<file path="config.mk">
export PLATFORM = sky130hd
export DESIGN_NAME = pmc_top
export DESIGN_NICKNAME = d
export VERILOG_FILES = /design/src/logic/pmc_pkg.sv /design/src/logic/pmc_sync.sv /design/src/logic/pmc_top.sv
export VERILOG_INCLUDE_DIRS = /design/src /design/src/logic
export SDC_FILE = /design/constraint.sdc
export NUM_CORES = 1
export LEC_CHECK = 0
export ABC_AREA = 0
export BUFFER_PORTS_ARGS = -buffer_cell sky130_fd_sc_hd__buf_2
export CAP_MARGIN = 30
export CORE_ASPECT_RATIO = 0.7
export CORE_UTILIZATION = 25
export CTS_CLUSTER_DIAMETER = 200
export DETAILED_ROUTE_END_ITERATION = 8
export PLACE_DENSITY_LB_ADDON = 0.2
export SLEW_MARGIN = 20
export SYNTH_ARGS = -nofsm -noshare
export SYNTH_HDL_FRONTEND = slang
export SYNTH_SLANG_ARGS = --single-unit
export TNS_END_PERCENT = 10
</file>
<file path="constraint.sdc">
create_clock -name i_mclk -period 8 [get_ports i_mclk]
set_input_delay 1.6 -clock i_mclk [delete_from_list [all_inputs] [get_ports i_mclk]]
set_output_delay 1.6 -clock i_mclk [all_outputs]
set_load 0.03 [all_outputs]
</file>
<file path="src/logic/pmc_defs.svh">
// Purpose: constants for the power mode controller
// Assumes: 32-bit avalon-mm word registers
// Notes: byte offsets
`ifndef PMC_DEFS_SVH
`define PMC_DEFS_SVH
`define PMC_OFF_CTL_A 4'h0
`define PMC_OFF_CTL_B 4'h4
`define PMC_OFF_REG 4'h8
`define PMC_OFF_STATUS 4'hc
`define PMC_OFF_PCLK 4'h0
`define PMC_BIT_IDLE 0
`define PMC_BIT_STOP 1
`define PMC_BIT_SUSPEND 0
`define PMC_BIT_SNOOZE 1
`define PMC_BIT_DEEP_OFF 0
`define PMC_BIT_CLK_FAST_A 1
`define PMC_NUM_PERIPH 8
`define PMC_NUM_WAKE 6
`define PMC_DIV_SLOW 3'h7
`define PMC_PCLK_RESET 8'hff
`endif

</file>
<file path="src/logic/pmc_pkg.sv">
// Purpose: types for the power mode controller
// Assumes: nothing
// Notes: one-hot modes
package pmc_pkg;
    typedef enum logic [5:0] {
        PMC_NORMAL = 6'b00_0001,
        PMC_IDLE = 6'b00_0010,
        PMC_SUSPEND = 6'b00_0100,
        PMC_SNOOZE = 6'b00_1000,
        PMC_STOP = 6'b01_0000,
        PMC_SHUTDOWN = 6'b10_0000
    } pmc_mode_e;
endpackage

</file>
<file path="src/logic/pmc_sync.sv">
// Purpose: three-stage synchroniser with agreement check
// Assumes: i_mclk domain
// Notes: change counted when stages two and three agree
`timescale 1ns/1ps
`include "pmc_defs.svh"
module pmc_sync (
    input wire logic i_mclk, // clock
    input wire logic i_reset, // async reset
    input wire logic [`PMC_NUM_WAKE-1:0] i_async, // raw inputs
    output logic [`PMC_NUM_WAKE-1:0] o_sync // filtered level
);
    logic [`PMC_NUM_WAKE-1:0] s1_r;
    logic [`PMC_NUM_WAKE-1:0] s2_r;
    logic [`PMC_NUM_WAKE-1:0] s3_r;
    always_ff @(posedge i_mclk or posedge i_reset) begin
        if (i_reset) begin
            s1_r <= '0;
            s2_r <= '0;
            s3_r <= '0;
            o_sync <= '0;
        end else begin
            s1_r <= i_async;
            s2_r <= s1_r;
            s3_r <= s2_r;
            for (int k = 0; k < `PMC_NUM_WAKE; k++) begin
                if (s2_r[k] == s3_r[k]) begin
                    o_sync[k] <= s3_r[k];
                end
            end
        end
    end
endmodule // pmc_sync

</file>
<file path="src/logic/pmc_top.sv">
// Purpose: power mode controller with avalon-mm register slave
// Assumes: 20 MHz i_mclk, software follows entry sequences
// Notes: slow clock input sampled, timer enable pulses on slow/8
// What this block does
// - normal mode: core and every enabled peripheral clocked
// - idle request bit halts core, peripherals keep running
// - idle ends on interrupt; wakes resume code, no restart
// - suspend: clocks halted, fast oscs off, regulator normal bias
// - snooze: clocks halted, fast oscs off, regulator low bias
// - suspend and snooze leave on any of six wake sources
// - timers 3 and 4 may tick from slow osc divided by eight
// - stop powers down nets, pins hold, any reset ends it
// - shutdown ends only on reset pin or power-on reset
// - unused digital peripherals get their clocks gated off
//
// Chosen here: the Avalon-MM interface to the registers and the register addresses.
`timescale 1ns/1ps
`include "pmc_defs.svh"
module pmc_top (
    input wire logic i_mclk, // system clock
    input wire logic i_reset, // async reset, high
    input wire logic [3:0] i_avs_address, // byte address
    input wire logic i_avs_read, // read strobe
    input wire logic i_avs_write, // write strobe
    input wire logic [31:0] i_avs_writedata, // write data
    input wire logic [3:0] i_avs_byteenable, // byte lanes
    output logic [31:0] o_avs_readdata, // read data
    output logic o_avs_waitrequest, // wait
    input wire logic i_irq_any, // any pending interrupt
    input wire logic [`PMC_NUM_WAKE-1:0] i_wake, // async wake sources
    input wire logic i_any_reset_src, // any reset source, level
    input wire logic i_reset_pin_n, // external reset pin, low active
    input wire logic i_por, // power-on reset, high
    input wire logic i_slow_osc, // slow oscillator level
    output logic o_core_clk_en, // core clock enable
    output logic [`PMC_NUM_PERIPH-1:0] o_periph_clk_en, // peripheral clock enables
    output logic o_fast_osc_a_en, // fast osc a running
    output logic o_fast_osc_b_en, // fast osc b running
    output logic o_reg_low_bias, // regulator low bias
    output logic o_power_off, // internal nets off
    output logic o_pin_hold, // pins retain state
    output logic o_wake_sel, // wake sources armed
    output logic o_timer_tick, // slow/8 tick for timers 3 and 4
    output logic [5:0] o_mode // current mode one-hot
);
    pmc_pkg::pmc_mode_e mode_r;
    pmc_pkg::pmc_mode_e mode_nxt;
    logic idle_req_r;
    logic stop_req_r;
    logic suspend_req_r;
    logic snooze_req_r;
    logic deep_off_select_r;
    logic clk_fast_a_r;
    logic [`PMC_NUM_PERIPH-1:0] pclk_r;
    logic [`PMC_NUM_WAKE-1:0] wake_s;
    // synchronised levels: por, reset source, reset pin, slow osc
    logic [3:0] misc_s1_r;
    logic [3:0] misc_s2_r;
    logic [3:0] misc_s3_r;
    logic [3:0] misc_r;
    // slow clock divider for the timer tick
    logic slow_prev_r;
    logic [2:0] div_r;
    // bus handshake and decoded strobes
    logic ack_r;
    logic wake_hit;
    logic leave;
    logic wr;
    logic rd;

    // mode groups for the output registers; awake and off are shared by several, asleep feeds o_wake_sel only
    function automatic logic fn_awake(input pmc_pkg::pmc_mode_e m);
        return (m == pmc_pkg::PMC_NORMAL) || (m == pmc_pkg::PMC_IDLE);
    endfunction

    function automatic logic fn_off(input pmc_pkg::pmc_mode_e m);
        return (m == pmc_pkg::PMC_STOP) || (m == pmc_pkg::PMC_SHUTDOWN);
    endfunction

    function automatic logic fn_asleep(input pmc_pkg::pmc_mode_e m);
        return (m == pmc_pkg::PMC_SUSPEND) || (m == pmc_pkg::PMC_SNOOZE);
    endfunction

    pmc_sync u_sync (
        .i_mclk(i_mclk),
        .i_reset(i_reset),
        .i_async(i_wake),
        .o_sync(wake_s)
    );

    // misc async inputs: slow osc, reset pin, reset source, por
    // por is synced too: a runt pulse must not move the fsm half way
    // all four use the same agree-on-two-stages filter as the wake inputs
    always_ff @(posedge i_mclk or posedge i_reset) begin
        if (i_reset) begin
            misc_s1_r <= 4'h0;
            misc_s2_r <= 4'h0;
            misc_s3_r <= 4'h0;
            misc_r <= 4'h0;
        end else begin
            misc_s1_r <= {i_por, i_any_reset_src, ~i_reset_pin_n, i_slow_osc};
            misc_s2_r <= misc_s1_r;
            misc_s3_r <= misc_s2_r;
            for (int k = 0; k < 4; k++) begin
                if (misc_s2_r[k] == misc_s3_r[k]) begin
                    misc_r[k] <= misc_s3_r[k];
                end
            end
        end
    end

    assign wake_hit = |wake_s;
    // a write lands on the edge where waitrequest is seen low, as the master expects
    assign wr = i_avs_write && ack_r;
    // read data is loaded one edge early so that it stands at the answer edge
    assign rd = i_avs_read && !ack_r;

    // one wait cycle per access, answer on the second edge; waitrequest is the inverse of ack_r
    always_ff @(posedge i_mclk or posedge i_reset) begin
        if (i_reset) begin
            ack_r <= 1'b0;
        end else begin
            ack_r <= (i_avs_read || i_avs_write) && !ack_r;
        end
    end

    // entry priority: shutdown, stop, suspend, snooze, idle
    // suspend and snooze also need the core clock on fast osc a
    always_comb begin
        mode_nxt = mode_r;
        case (mode_r)
            pmc_pkg::PMC_NORMAL: begin
                if (stop_req_r && deep_off_select_r) begin
                    mode_nxt = pmc_pkg::PMC_SHUTDOWN;
                end else if (stop_req_r) begin
                    mode_nxt = pmc_pkg::PMC_STOP;
                end else if (suspend_req_r && clk_fast_a_r) begin
                    mode_nxt = pmc_pkg::PMC_SUSPEND;
                end else if (snooze_req_r && clk_fast_a_r) begin
                    mode_nxt = pmc_pkg::PMC_SNOOZE;
                end else if (idle_req_r) begin
                    mode_nxt = pmc_pkg::PMC_IDLE;
                end
            end
            pmc_pkg::PMC_IDLE: begin
                if (i_irq_any) begin
                    mode_nxt = pmc_pkg::PMC_NORMAL;
                end
            end
            pmc_pkg::PMC_SUSPEND, pmc_pkg::PMC_SNOOZE: begin
                if (wake_hit) begin
                    mode_nxt = pmc_pkg::PMC_NORMAL;
                end
            end
            pmc_pkg::PMC_STOP: begin
                if (misc_r[2] || misc_r[1] || misc_r[3]) begin
                    mode_nxt = pmc_pkg::PMC_NORMAL;
                end
            end
            pmc_pkg::PMC_SHUTDOWN: begin
                if (misc_r[1] || misc_r[3]) begin
                    mode_nxt = pmc_pkg::PMC_NORMAL;
                end
            end
            default: mode_nxt = pmc_pkg::PMC_NORMAL;
        endcase
    end

    // leaving any low-power mode clears every request bit
    assign leave = (mode_r != pmc_pkg::PMC_NORMAL) && (mode_nxt == pmc_pkg::PMC_NORMAL);

    // reset pin / por cannot use the register file reset: caught by mode fsm instead
    always_ff @(posedge i_mclk or posedge i_reset) begin
        if (i_reset) begin
            mode_r <= pmc_pkg::PMC_NORMAL;
        end else begin
            mode_r <= mode_nxt;
        end
    end

    // request bits; hardware clear on exit wins over a software write
    always_ff @(posedge i_mclk or posedge i_reset) begin
        if (i_reset) begin
            idle_req_r <= 1'b0;
            stop_req_r <= 1'b0;
            suspend_req_r <= 1'b0;
            snooze_req_r <= 1'b0;
        end else if (leave) begin
            idle_req_r <= 1'b0;
            stop_req_r <= 1'b0;
            suspend_req_r <= 1'b0;
            snooze_req_r <= 1'b0;
        end else if (wr && i_avs_byteenable[0]) begin
            if (i_avs_address == `PMC_OFF_CTL_A) begin
                idle_req_r <= i_avs_writedata[`PMC_BIT_IDLE];
                stop_req_r <= i_avs_writedata[`PMC_BIT_STOP];
            end
            if (i_avs_address == `PMC_OFF_CTL_B) begin
                suspend_req_r <= i_avs_writedata[`PMC_BIT_SUSPEND];
                snooze_req_r <= i_avs_writedata[`PMC_BIT_SNOOZE];
            end
        end
    end

    // suspend and snooze wait in normal until the core clock sits on fast osc a
    // regulator control: deep-off select and core clock source select
    always_ff @(posedge i_mclk or posedge i_reset) begin
        if (i_reset) begin
            deep_off_select_r <= 1'b0;
            clk_fast_a_r <= 1'b0;
            pclk_r <= `PMC_PCLK_RESET;
        end else if (wr && i_avs_address == `PMC_OFF_REG) begin
            if (i_avs_byteenable[0]) begin
                deep_off_select_r <= i_avs_writedata[`PMC_BIT_DEEP_OFF];
                clk_fast_a_r <= i_avs_writedata[`PMC_BIT_CLK_FAST_A];
            end
            if (i_avs_byteenable[1]) begin
                pclk_r <= i_avs_writedata[15:8];
            end
        end
    end

    // status word: synced wake levels above the one-hot mode
    always_ff @(posedge i_mclk or posedge i_reset) begin
        if (i_reset) begin
            o_avs_readdata <= 32'h0000_0000;
        end else if (rd) begin
            case (i_avs_address)
                `PMC_OFF_CTL_A: o_avs_readdata <= {30'h0, stop_req_r, idle_req_r};
                `PMC_OFF_CTL_B: o_avs_readdata <= {30'h0, snooze_req_r, suspend_req_r};
                `PMC_OFF_REG: o_avs_readdata <= {16'h0, pclk_r, 6'h0, clk_fast_a_r,
                    deep_off_select_r};
                `PMC_OFF_STATUS: o_avs_readdata <= {20'h0, wake_s, mode_r};
                default: o_avs_readdata <= 32'h0000_0000;
            endcase
        end
    end

    always_ff @(posedge i_mclk or posedge i_reset) begin
        if (i_reset) begin
            o_avs_waitrequest <= 1'b1;
        end else begin
            o_avs_waitrequest <= !((i_avs_read || i_avs_write) && !ack_r);
        end
    end

    // slow osc edge divided by eight; keeps counting through sleep
    // no tick while powered off; the divider simply pauses
    always_ff @(posedge i_mclk or posedge i_reset) begin
        if (i_reset) begin
            slow_prev_r <= 1'b0;
            div_r <= 3'h0;
            o_timer_tick <= 1'b0;
        end else begin
            slow_prev_r <= misc_r[0];
            o_timer_tick <= 1'b0;
            if (misc_r[0] && !slow_prev_r && !o_power_off) begin
                div_r <= div_r + 3'h1;
                o_timer_tick <= (div_r == `PMC_DIV_SLOW);
            end
        end
    end

    // clock gates and oscillators follow mode_nxt so they switch with o_mode
    always_ff @(posedge i_mclk or posedge i_reset) begin
        if (i_reset) begin
            o_core_clk_en <= 1'b1;
            o_periph_clk_en <= `PMC_PCLK_RESET;
            o_fast_osc_a_en <= 1'b1;
            o_fast_osc_b_en <= 1'b1;
        end else begin
            o_core_clk_en <= (mode_nxt == pmc_pkg::PMC_NORMAL);
            o_periph_clk_en <= fn_awake(mode_nxt) ? pclk_r : '0;
            o_fast_osc_a_en <= fn_awake(mode_nxt);
            o_fast_osc_b_en <= fn_awake(mode_nxt);
        end
    end

    // regulator bias and power switches; pins are held whenever nets are off
    always_ff @(posedge i_mclk or posedge i_reset) begin
        if (i_reset) begin
            o_reg_low_bias <= 1'b0;
            o_power_off <= 1'b0;
            o_pin_hold <= 1'b0;
        end else begin
            o_reg_low_bias <= (mode_nxt == pmc_pkg::PMC_SNOOZE);
            o_power_off <= fn_off(mode_nxt);
            o_pin_hold <= fn_off(mode_nxt);
        end
    end

    // visible mode and wake arming
    always_ff @(posedge i_mclk or posedge i_reset) begin
        if (i_reset) begin
            o_mode <= pmc_pkg::PMC_NORMAL;
            o_wake_sel <= 1'b0;
        end else begin
            o_mode <= mode_nxt;
            o_wake_sel <= fn_asleep(mode_nxt);
        end
    end
endmodule // pmc_top

</file>
### Yosys cells after proc, flatten, opt, wreduce, memory -nomap -nowiden

Cells that the tools add are included.

| storage, ports and cells | value |
|---|---|
| bits in registers | 112 |
| bits of input ports | 55 |
| latch bits | 0 |
| RAM bits | 0 |
| memories kept | 0 |
| ROM bits | 0 |

| operators by class | value |
|---|---|
| mux-type cells | 25 |
| bitwise logic cells | 1 |
| shifts and indexed selects | 0 |
| eq/ne operators | 27 |
| div/mod/pow operators | 0 |
| multipliers | 0 |
| order comparisons | 0 |
| add/sub/neg operators | 1 |
| reduce and logical (&&, ||, !) cells | 32 |

Operators by type and width:

| kind | count |
|---|---|
| 16-bit case mux with 4 select lines | 1 |
| 6-bit two-way mux | 9 |
| 6-bit case mux with 5 select lines | 1 |
| 1-bit two-way mux | 13 |
| 6-bit by 1-bit equality test with 1-bit output (second input constant) | 2 |
| 6-bit by 2-bit equality test with 1-bit output (second input constant) | 2 |
| 6-bit by 3-bit equality test with 1-bit output (second input constant) | 2 |
| 6-bit by 4-bit equality test with 1-bit output (second input constant) | 2 |
| 6-bit by 5-bit equality test with 1-bit output (second input constant) | 2 |
| 6-bit equality test (second input constant) | 2 |
| 1-bit logical AND | 11 |
| 1-bit equality test | 10 |
| 4-bit equality test (second input constant) | 2 |
| 8-bit two-way mux | 1 |
| 2-bit AND reduction | 4 |
| 1-bit logical OR | 7 |
| 6-bit by 1-bit != test with 1-bit output (second input constant) | 1 |
| 2-bit nonzero test | 3 |
| 6-bit OR reduction | 1 |
| 4-bit by 3-bit equality test with 1-bit output (second input constant) | 1 |
| 1-bit logical NOT | 4 |
| 4-bit logical NOT | 1 |
| 3-bit by 1-bit adder with 3-bit output (second input constant) | 1 |
| 3-bit equality test (second input constant) | 1 |
| 2 further kinds | 2 |

### Depth between registers and ports, before layout

Gate-level depths: netlist (run 1).

| depth | value |
|---|---|
| depth after elaboration | 10 |
| gate-level depth with buffers | 5 |
| depth with buffers taken out | 4 |

### By module

A second synthesis (run 1) with hierarchy kept.

| unflattened totals | value |
|---|---|
| cell total of the unflattened synthesis | 288 |
| area, all modules | 3,747.3 µm² |

By module, submodules not included:

| module | area each (µm²) | times used | cells an instance |
|---|---|---|---|
| pmc_top | 3,075.4 | 1 | 257 |
| pmc_sync | 671.9 | 1 | 31 |

### Worst setup path after synthesis (run 1)

OpenSTA, ideal clock, no wires.

| timing | value |
|---|---|
| path kind | in2reg |
| start point | input i_avs_address[2] |
| end point | register clk_fast_a_r |
| arrival time | 2.678 ns |
| path buffers | 1 |
| stages | 4 |
| slack | 5.197 ns |
| path through | clkbuf_2 > nor4b_4 > nand4_1 > mux2_2 |

| between the ends | value |
|---|---|
| cells in the longest elaborated chain, start to end | 3 |

RTL lines:

| element | RTL line | RTL |
|---|---|---|
| start: declaration | pmc_top.sv:22 | `input wire logic [3:0] i_avs_address,` |
| 4-bit equality test | -- |  |
| 1-bit logical AND (no source line) | -- |  |
| 2-bit AND reduction (no source line) | -- |  |
| end signal: assignment | pmc_top.sv:215 | `` clk_fast_a_r <= i_avs_writedata[`PMC_BIT_CLK_FAST_A]; `` |
| end: declaration | pmc_top.sv:53 | `logic clk_fast_a_r;` |

Every way passes these cells.
A chain may end at the register's enable or synchronous reset.

### Worst setup path in the final report (run 1)

| timing | value |
|---|---|
| start point | input i_avs_address[1] |
| end point | register pclk_r[3] |

| between the ends | value |
|---|---|
| cells in the longest elaborated chain, start to end | 3 |

RTL lines:

| element | RTL line | RTL |
|---|---|---|
| 4-bit equality test | -- |  |
| 1-bit logical AND (no source line) | -- |  |
| 2-bit AND reduction (no source line) | -- |  |
| end signal: assignment | pmc_top.sv:211 | `` pclk_r <= `PMC_PCLK_RESET; `` |
| end signal: assignment | pmc_top.sv:218 | `pclk_r <= i_avs_writedata[15:8];` |
| end: declaration | pmc_top.sv:54 | `` logic [`PMC_NUM_PERIPH-1:0] pclk_r; `` |

Every way passes these cells.

==> results of run 1 <==
-- stage by stage --
step                hold WS (ns)    util
CTS                       0.3502  0.3087
global route              0.3515  0.3087
finish                    0.3482  0.3087
global placement          0.3342  0.2888
floorplan                 0.3312       -
detailed placement        0.3347  0.2889
-- report_power, final --
part	switching [mW]	leakage (nW)	internal [mW]
sequential	0.0345	1.16	0.542
clock	0.179	0.133	0.244
combinational	0.111	0.759	0.0630
total	0.324	2.06	0.848
-- Yosys cell counts, types with 4 or more instances --
cell type	count	share of area
sky130_fd_sc_hd__mux2i_1	5	0.013
sky130_fd_sc_hd__inv_1	15	0.015
sky130_fd_sc_hd__o21ai_0	18	0.024
sky130_fd_sc_hd__a211oi_1	4	0.0080
sky130_fd_sc_hd__mux2_2	13	0.039
sky130_fd_sc_hd__dfrtp_1	76	0.51
sky130_fd_sc_hd__buf_4	18	0.036
sky130_fd_sc_hd__nor3_1	9	0.012
sky130_fd_sc_hd__a22oi_1	4	0.0080
sky130_fd_sc_hd__nand2_1	35	0.035
sky130_fd_sc_hd__clkbuf_1	6	0.0060
sky130_fd_sc_hd__maj3_1	10	0.027
sky130_fd_sc_hd__dfstp_2	20	0.14
sky130_fd_sc_hd__nor2_1	8	0.0080
-- registers in the layout (all words and copies together) (netlist names), 3 cells and up --
name and cells:
div_r 3, misc_r 4, misc_s1_r 4, misc_s2_r 4, misc_s3_r 4, o_avs_readdata 16
o_mode 6, o_periph_clk_en 8, pclk_r 8, u_sync.o_sync 6, u_sync.s1_r 6, u_sync.s2_r 6
u_sync.s3_r 6
-- routing by layer --
metal,GRT usage,routed length (µm),vias to the layer above
met1,0.1562,3928,1148
met2,0.1613,3325,64
li1,-,-,1133
met4,0.03535,98,0
met5,0,0,-
met3,0.03553,402,10
-- final timing paths --
| kind | slack (ns) | end | cells after the start |
|---|---|---|---|
| max | 5.16 | pclk_r[3]$_DFFE_PP1P_ | 4 |
| min | 0.35 | misc_s2_r[2]$_DFF_PP0_ | 0 |
| max reg2reg | 6.15 | o_periph_clk_en[6]$_DFF_PP1_ | 4 |
| min reg2reg | 0.35 | misc_s2_r[2]$_DFF_PP0_ | 0 |
| max in group asynchronous | 5.58 | deep_off_select_r$_DFFE_PP0P_ | 3 |
| min in group asynchronous | 1.27 | misc_s1_r[3]$_DFF_PP0_ | 2 |
-- area by class of cell --
cell class	instances	area (µm²)
flip-flops and latches	96	2427
multi-input cells	172	1157
inverters	15	58.81
repair buffers	70	352.8
clock buffers	12	236.5
fillers	1495	10140
well taps	195	244.0
clock inverters	4	53.80
-- cell families after synthesis --
group / synth area share
XOR/XNOR: 0.007018
AND/OR/NAND/NOR: 0.1186
flip-flops: 0.6482
buffers and inverters: 0.05847
AO/OA/AOI/OAI: 0.07385
other: 0.001001
multiplexers: 0.05947
adder cells (fa/ha/maj): 0.03341
-- critical path: stages --
cell,delay (ns)
sky130_fd_sc_hd__buf_2,0.14
sky130_fd_sc_hd__nor4b_4,0.71
sky130_fd_sc_hd__nand4_4,0.30
sky130_fd_sc_hd__mux2_2,0.35
==> Flow_metrics.wiki, run 1 <==
{| class="wikitable"
! Metric !! Value
|-
| Cell row count || 37
|-
| Drt drc || 0
|-
| Worst-case clock buffer depth || 2
|-
| Die Footprint || 0.01548 mm²
|-
| Outcome || finished, final reports clean
|-
| Core area || 0.01468 mm²
|-
| Post-synthesis instance total || 293
|-
| Design Power || 1.172 mW
|-
| Die extent in x || 148.3 µm
|-
| Clock tree from TritonCTS || built
|-
| CP Launch Point || i_avs_address[1]
|-
| Via count || 2,355
|-
| Element type at the critical path start || input pin
|-
| Startpoint of the most critical hold path || misc_s1_r[2]$_DFF_PP0_
|-
| Summed instance area of the synthesized netlist || 0.003745 mm²
|-
| Average size of a mapped cell || 12.78 µm²
|-
| Worst-margin pin slew || 0.7768 ns
|-
| Commonest non-fill, non-tap cell in the layout || sky130_fd_sc_hd__dfrtp_1
|-
| Antenna violations before repair || 0
|-
| Power density normalized to cell area || 258.8 mW/mm²
|-
| CP required || 8.27 ns
|-
| Max-cap viol count || 0
|-
| Routed wire length per instance || 13.75 µm
|-
| Min-delay worst type || reg2reg
|-
| Worst setup timing slack at the placement stage || 4.768 ns
|-
| Kind of capture point of the worst setup path || flop
|-
| Port buffer count || 69
|-
| Minimum clock period after layout || 2.843 ns
|-
| H-tree depth reported by CTS || 3
|-
| Highest net fanout along the worst path || 10
|-
| GRT overflow || 0
|-
| Count of flip-flops with a built-in enable after synthesis || 0
|-
| Post-CTS setup-driven buffer insertion count || 0
|-
| Post-cts hold buffer count || 0
|-
| Antenna diode count || 0
|-
| Cell Count, Final, Fillers Out || 564
|-
| Latest clock arrival within the worst-skew pair || 0.34 ns
|-
| Launch instance of the worst register-to-register path || u_sync.o_sync[2]$_DFFE_PP0N_
|-
| Max-slew violation total from the final report || 0
|-
| Initial Utilization || 0.2552
|-
| Worst path setup slack after routing || 5.157 ns
|-
| Number of synthesis warnings || 0
|-
| Path type of the worst setup path || in2reg
|-
| Dpl hpwl || 5553 µm
|-
| Number of global-route vias before repair || 2,369
|-
| Post-layout instance area || 0.004531 mm²
|-
| Crit share post-route || 0.3554
|-
| Setup repair after global routing missed its margin || false
|-
| Height of the die || 104.4 µm
|-
| Maximum ir drop on the vdd rail || 0.00009957 V
|-
| Final setup viols || 0
|-
| Count of pins on the block boundary || 110
|-
| Commonest cells after routing, fill and taps aside || sky130_fd_sc_hd__dfrtp_1, sky130_fd_sc_hd__buf_2, sky130_fd_sc_hd__nand2_1
|-
| First-pass GRT wire length || 13,040 µm
|-
| Synthesis-stage register bit count || 96
|-
| Num CTS Buffers || 9
|-
| Fraction of final layout cells with drive strength greater than 1 || 0.3360
|-
| Post-detailed-routing wire length || 7754 µm
|-
| Fin nets || 421
|-
| Predominant post-synthesis flop cell || sky130_fd_sc_hd__dfrtp_1
|-
| Sequential-to-total area share from yosys stat || 0.6482
|-
| Leak pwr || 2.057 nW
|-
| Total negative setup slack || 0 ns
|-
| First-pass iteration count of the detailed router || 4
|-
| Cell area reported after detailed placement || 0.004240 mm²
|-
| Hold violation total from the final report || 0
|-
| Placed insts || 548
|-
| Worst endpoint data arrival time || 3.11 ns
|-
| Sink Count || 96
|-
| Clock transition at the registers of the reported paths || 0.07 ns
|-
| Total Routing Usage GR || 0.1114
|-
| Clk_skew || 0.01045 ns
|-
| Antenna violation net count after detailed routing || 0
|-
| Slew Limit Headroom || 0.4821
|-
| Post-synth cell types || 50
|-
| Pin count of the biggest net entering global routing || 63
|-
| Final estimated routing congestion in global placement || 0.7574
|-
| Number of cells upsized or downsized after cts || 0
|-
| Ys async rst share || 1.000
|-
| Cell at the root of the clock tree || sky130_fd_sc_hd__clkbuf_16
|-
| Average via count per standard cell || 4.176
|-
| Iteration-0 DRC count of the detailed router || 67
|-
| Fmax || 351.7 MHz
|-
| Area added between synthesis and finish || 20.98%
|}
Note: power is estimated with default switching activity, not from simulation.
==> inputs of run 2 (changes only) <==
==> constraint.sdc (replaced) <==
create_clock -name i_mclk -period 2.7 [get_ports i_mclk]
set_input_delay 0.54 -clock i_mclk [delete_from_list [all_inputs] [get_ports i_mclk]]
set_output_delay 0.54 -clock i_mclk [all_outputs]
set_load 0.03 [all_outputs]
==> run 2 against run 1 <==
Register-to-register slack lost 5.3 ns. Sequential power rose to 3.0 times the previous value. Core utilization rose by 0.16 points. Hold slack worse by 0.049 ns. Via count is 0.47% lower. Cell area up 0.52%. Count of clock-buffer cells in the layout fell by 2. Global-route usage hardly changed. Largest power group unchanged.
==> Flow_metrics.wiki, run 2 (same netlist as run 1, synthesis figures left out) <==
{| class="wikitable"
! Metric !! Value
|-
| FILL cells || 1,477 (was 1,495)
|-
| Final setup viols || 0 (unchanged)
|-
| Dpl hpwl || 5455 µm (was 5553 µm)
|-
| Height of the die || 104.4 µm (unchanged)
|-
| Cell Count, Final, Fillers Out || 566 (was 564)
|-
| Pin count of the biggest net entering global routing || 97 (was 63)
|-
| Slew Limit Headroom || 0.5660 (was 0.4821)
|-
| Worst setup timing slack at the placement stage || 0.7762 ns (was 4.768 ns)
|-
| Clock tree from TritonCTS || built (unchanged)
|-
| Drt drc || 0 (unchanged)
|-
| Kind of capture point of the worst setup path || flop (unchanged)
|-
| Fmax || 540.9 MHz
|-
| Post-layout instance area || 0.004554 mm² (was 0.004531 mm²)
|-
| Cell row count || 37 (unchanged)
|-
| Outcome || finished, final reports clean (unchanged)
|-
| Crit share post-route || 0.6848
|-
| Max-slew violation total from the final report || 0 (unchanged)
|-
| Average via count per standard cell || 4.141 (was 4.176)
|-
| Highest net fanout along the worst path || 9 (was 10)
|-
| Number of flip-flops in the largest register || 16 (unchanged)
|-
| Post-CTS setup-driven buffer insertion count || 0 (unchanged)
|-
| Via count || 2,344 (was 2,355)
|-
| Number of global-route vias before repair || 2,366 (was 2,369)
|-
| Port buffer count || 69 (unchanged)
|-
| Die extent in x || 148.3 µm (unchanged)
|-
| Register Area || 0.002427 mm² (unchanged)
|-
| H-tree depth reported by CTS || 3 (unchanged)
|-
| Power density normalized to cell area || 757.8 mW/mm² (was 258.8 mW/mm²)
|-
| Initial Utilization || 0.2552 (unchanged)
|-
| Worst endpoint data arrival time || 2.10 ns (was 3.11 ns)
|-
| First-pass GRT wire length || 12,910 µm (was 13,040 µm)
|-
| Worst-margin pin slew || 0.6496 ns (was 0.7768 ns)
|-
| CP required || 2.95 ns (was 8.27 ns)
|-
| Antenna violations before repair || 0 (unchanged)
|-
| Minimum clock period after layout || 1.849 ns
|-
| Post-detailed-routing wire length || 7740 µm (was 7754 µm)
|-
| Commonest cells after routing, fill and taps aside || sky130_fd_sc_hd__dfrtp_1, sky130_fd_sc_hd__buf_2, sky130_fd_sc_hd__nand2_1 (unchanged)
|-
| Sink Count || 96 (unchanged)
|-
| Post-cts hold buffer count || 0 (unchanged)
|-
| Maximum ir drop on the vdd rail || 0.0003214 V (was 0.00009957 V)
|-
| Clk_skew || 0.006055 ns (was 0.01045 ns)
|-
| Register with the most flip-flops || o_avs_readdata (unchanged)
|-
| Antenna diode count || 0 (unchanged)
|-
| Design Power || 3.451 mW (was 1.172 mW)
|-
| Count of pins on the block boundary || 110 (unchanged)
|-
| First-pass iteration count of the detailed router || 4 (unchanged)
|-
| Number of cells upsized or downsized after cts || 0 (unchanged)
|-
| Min-delay worst type || in2reg (was reg2reg)
|-
| Hold violation total from the final report || 0 (unchanged)
|-
| Routed wire length per instance || 13.67 µm (was 13.75 µm)
|-
| Worst-case clock buffer depth || 2 (unchanged)
|-
| Commonest non-fill, non-tap cell in the layout || sky130_fd_sc_hd__dfrtp_1 (unchanged)
|-
| Setup repair after global routing missed its margin || false (unchanged)
|-
| Num CTS Buffers || 9 (unchanged)
|-
| Total negative setup slack || 0 ns (unchanged)
|-
| Total Routing Usage GR || 0.1109 (was 0.1114)
|-
| Worst path setup slack after routing || 0.8511 ns (was 5.157 ns)
|-
| Max-cap viol count || 0 (unchanged)
|-
| GRT overflow || 0 (unchanged)
|-
| Fin nets || 423 (was 421)
|-
| Final estimated routing congestion in global placement || 0.7505 (was 0.7574)
|-
| Cell area reported after detailed placement || 0.004267 mm² (was 0.004240 mm²)
|-
| Die Footprint || 0.01548 mm² (unchanged)
|-
| Latest clock arrival within the worst-skew pair || 0.34 ns (about the same)
|-
| Leak pwr || 2.073 nW (was 2.057 nW)
|-
| Iteration-0 DRC count of the detailed router || 108 (was 67)
|-
| Clock transition at the registers of the reported paths || 0.07 ns (about the same)
|-
| Antenna violation net count after detailed routing || 0 (unchanged)
|-
| Core area || 0.01468 mm² (unchanged)
|-
| Combined area of the multi-input logic cells || 0.001155 mm² (was 0.001157 mm²)
|-
| Fraction of final layout cells with drive strength greater than 1 || 0.3423 (was 0.3360)
|-
| Element type at the critical path start || flop (was input pin)
|-
| Path type of the worst setup path || reg2reg (was in2reg)
|-
| Registers with the most flip-flops || o_avs_readdata (16), o_periph_clk_en (8), pclk_r (8) (unchanged)
|-
| Cell at the root of the clock tree || sky130_fd_sc_hd__clkbuf_16 (unchanged)
|-
| Placed insts || 550 (was 548)
|-
| Area added between synthesis and finish || 21.62% (was 20.98%)
|}
[run 2: changes by cell type in the layout (fill, tap and decap cells not counted), sizes merged]
| cell | change |
|---|---|
| buf | +2 |
| bufinv | -1 |
| clkbuf | -2 |
| clkinv | +1 |
| inv | +2 |
[run 2: final timing paths]
kind	startpoint	endpoint	slack (ns)	cells after the start
max in group asynchronous	i_reset	o_core_clk_en$_DFF_PP1_	1.96	3
min	i_any_reset_src	misc_s1_r[2]$_DFF_PP0_	0.30	1
min reg2reg	misc_s1_r[0]$_DFF_PP0_	misc_s2_r[0]$_DFF_PP0_	0.35	0
min in group asynchronous	i_reset	u_sync.s1_r[5]$_DFF_PP0_	0.34	3
max	u_sync.o_sync[2]$_DFFE_PP0N_	o_periph_clk_en[6]$_DFF_PP1_	0.85	4
max reg2reg	u_sync.o_sync[2]$_DFFE_PP0N_	o_periph_clk_en[6]$_DFF_PP1_	0.85	4
[run 2: layout make-up]
type | instances | area share
Clock buffer | 10 | 0.05247
Clock inverter | 6 | 0.01071
Inverter | 15 | 0.01319
Multi-Input combinational cell | 172 | 0.2536
Sequential cell | 96 | 0.5330
Tap cell | 195 | 0.05357
Timing Repair Buffer | 72 | 0.08352
[run 2: per-layer routing]
layer	up-vias	wire (µm)	global-route usage
li1	1135	-	-
met1	1128	3968	0.1640
met2	68	3231	0.1499
met3	13	375	0.03202
met4	0	164	0.04271
met5	-	0	0
[run 2: critical path, stage by stage (launching register included)]
cell and delay [ns]:
sky130_fd_sc_hd__dfrtp_1 0.40, sky130_fd_sc_hd__nor4_1 0.43, sky130_fd_sc_hd__nand4_1 0.40, sky130_fd_sc_hd__nand2_1 0.43
sky130_fd_sc_hd__nor3_1 0.09
[run 2: through the flow]
stage / utilization / hold slack (ns)
after floorplan: - / 0.3312
after global placement: 0.2907 / 0.3349
after detailed placement: 0.2907 / 0.3347
after CTS: 0.3103 / 0.2826
after global routing: 0.3103 / 0.2837
final: 0.3103 / 0.2991
[run 2: report_power, final]
| group | leakage, nW | switching, mW | total, mW | internal (mW) |
|---|---|---|---|---|
| combinational | 0.769 | 0.331 | 0.521 | 0.191 |
| clock | 0.139 | 0.564 | 1.23 | 0.663 |
| sequential | 1.16 | 0.0991 | 1.70 | 1.60 |
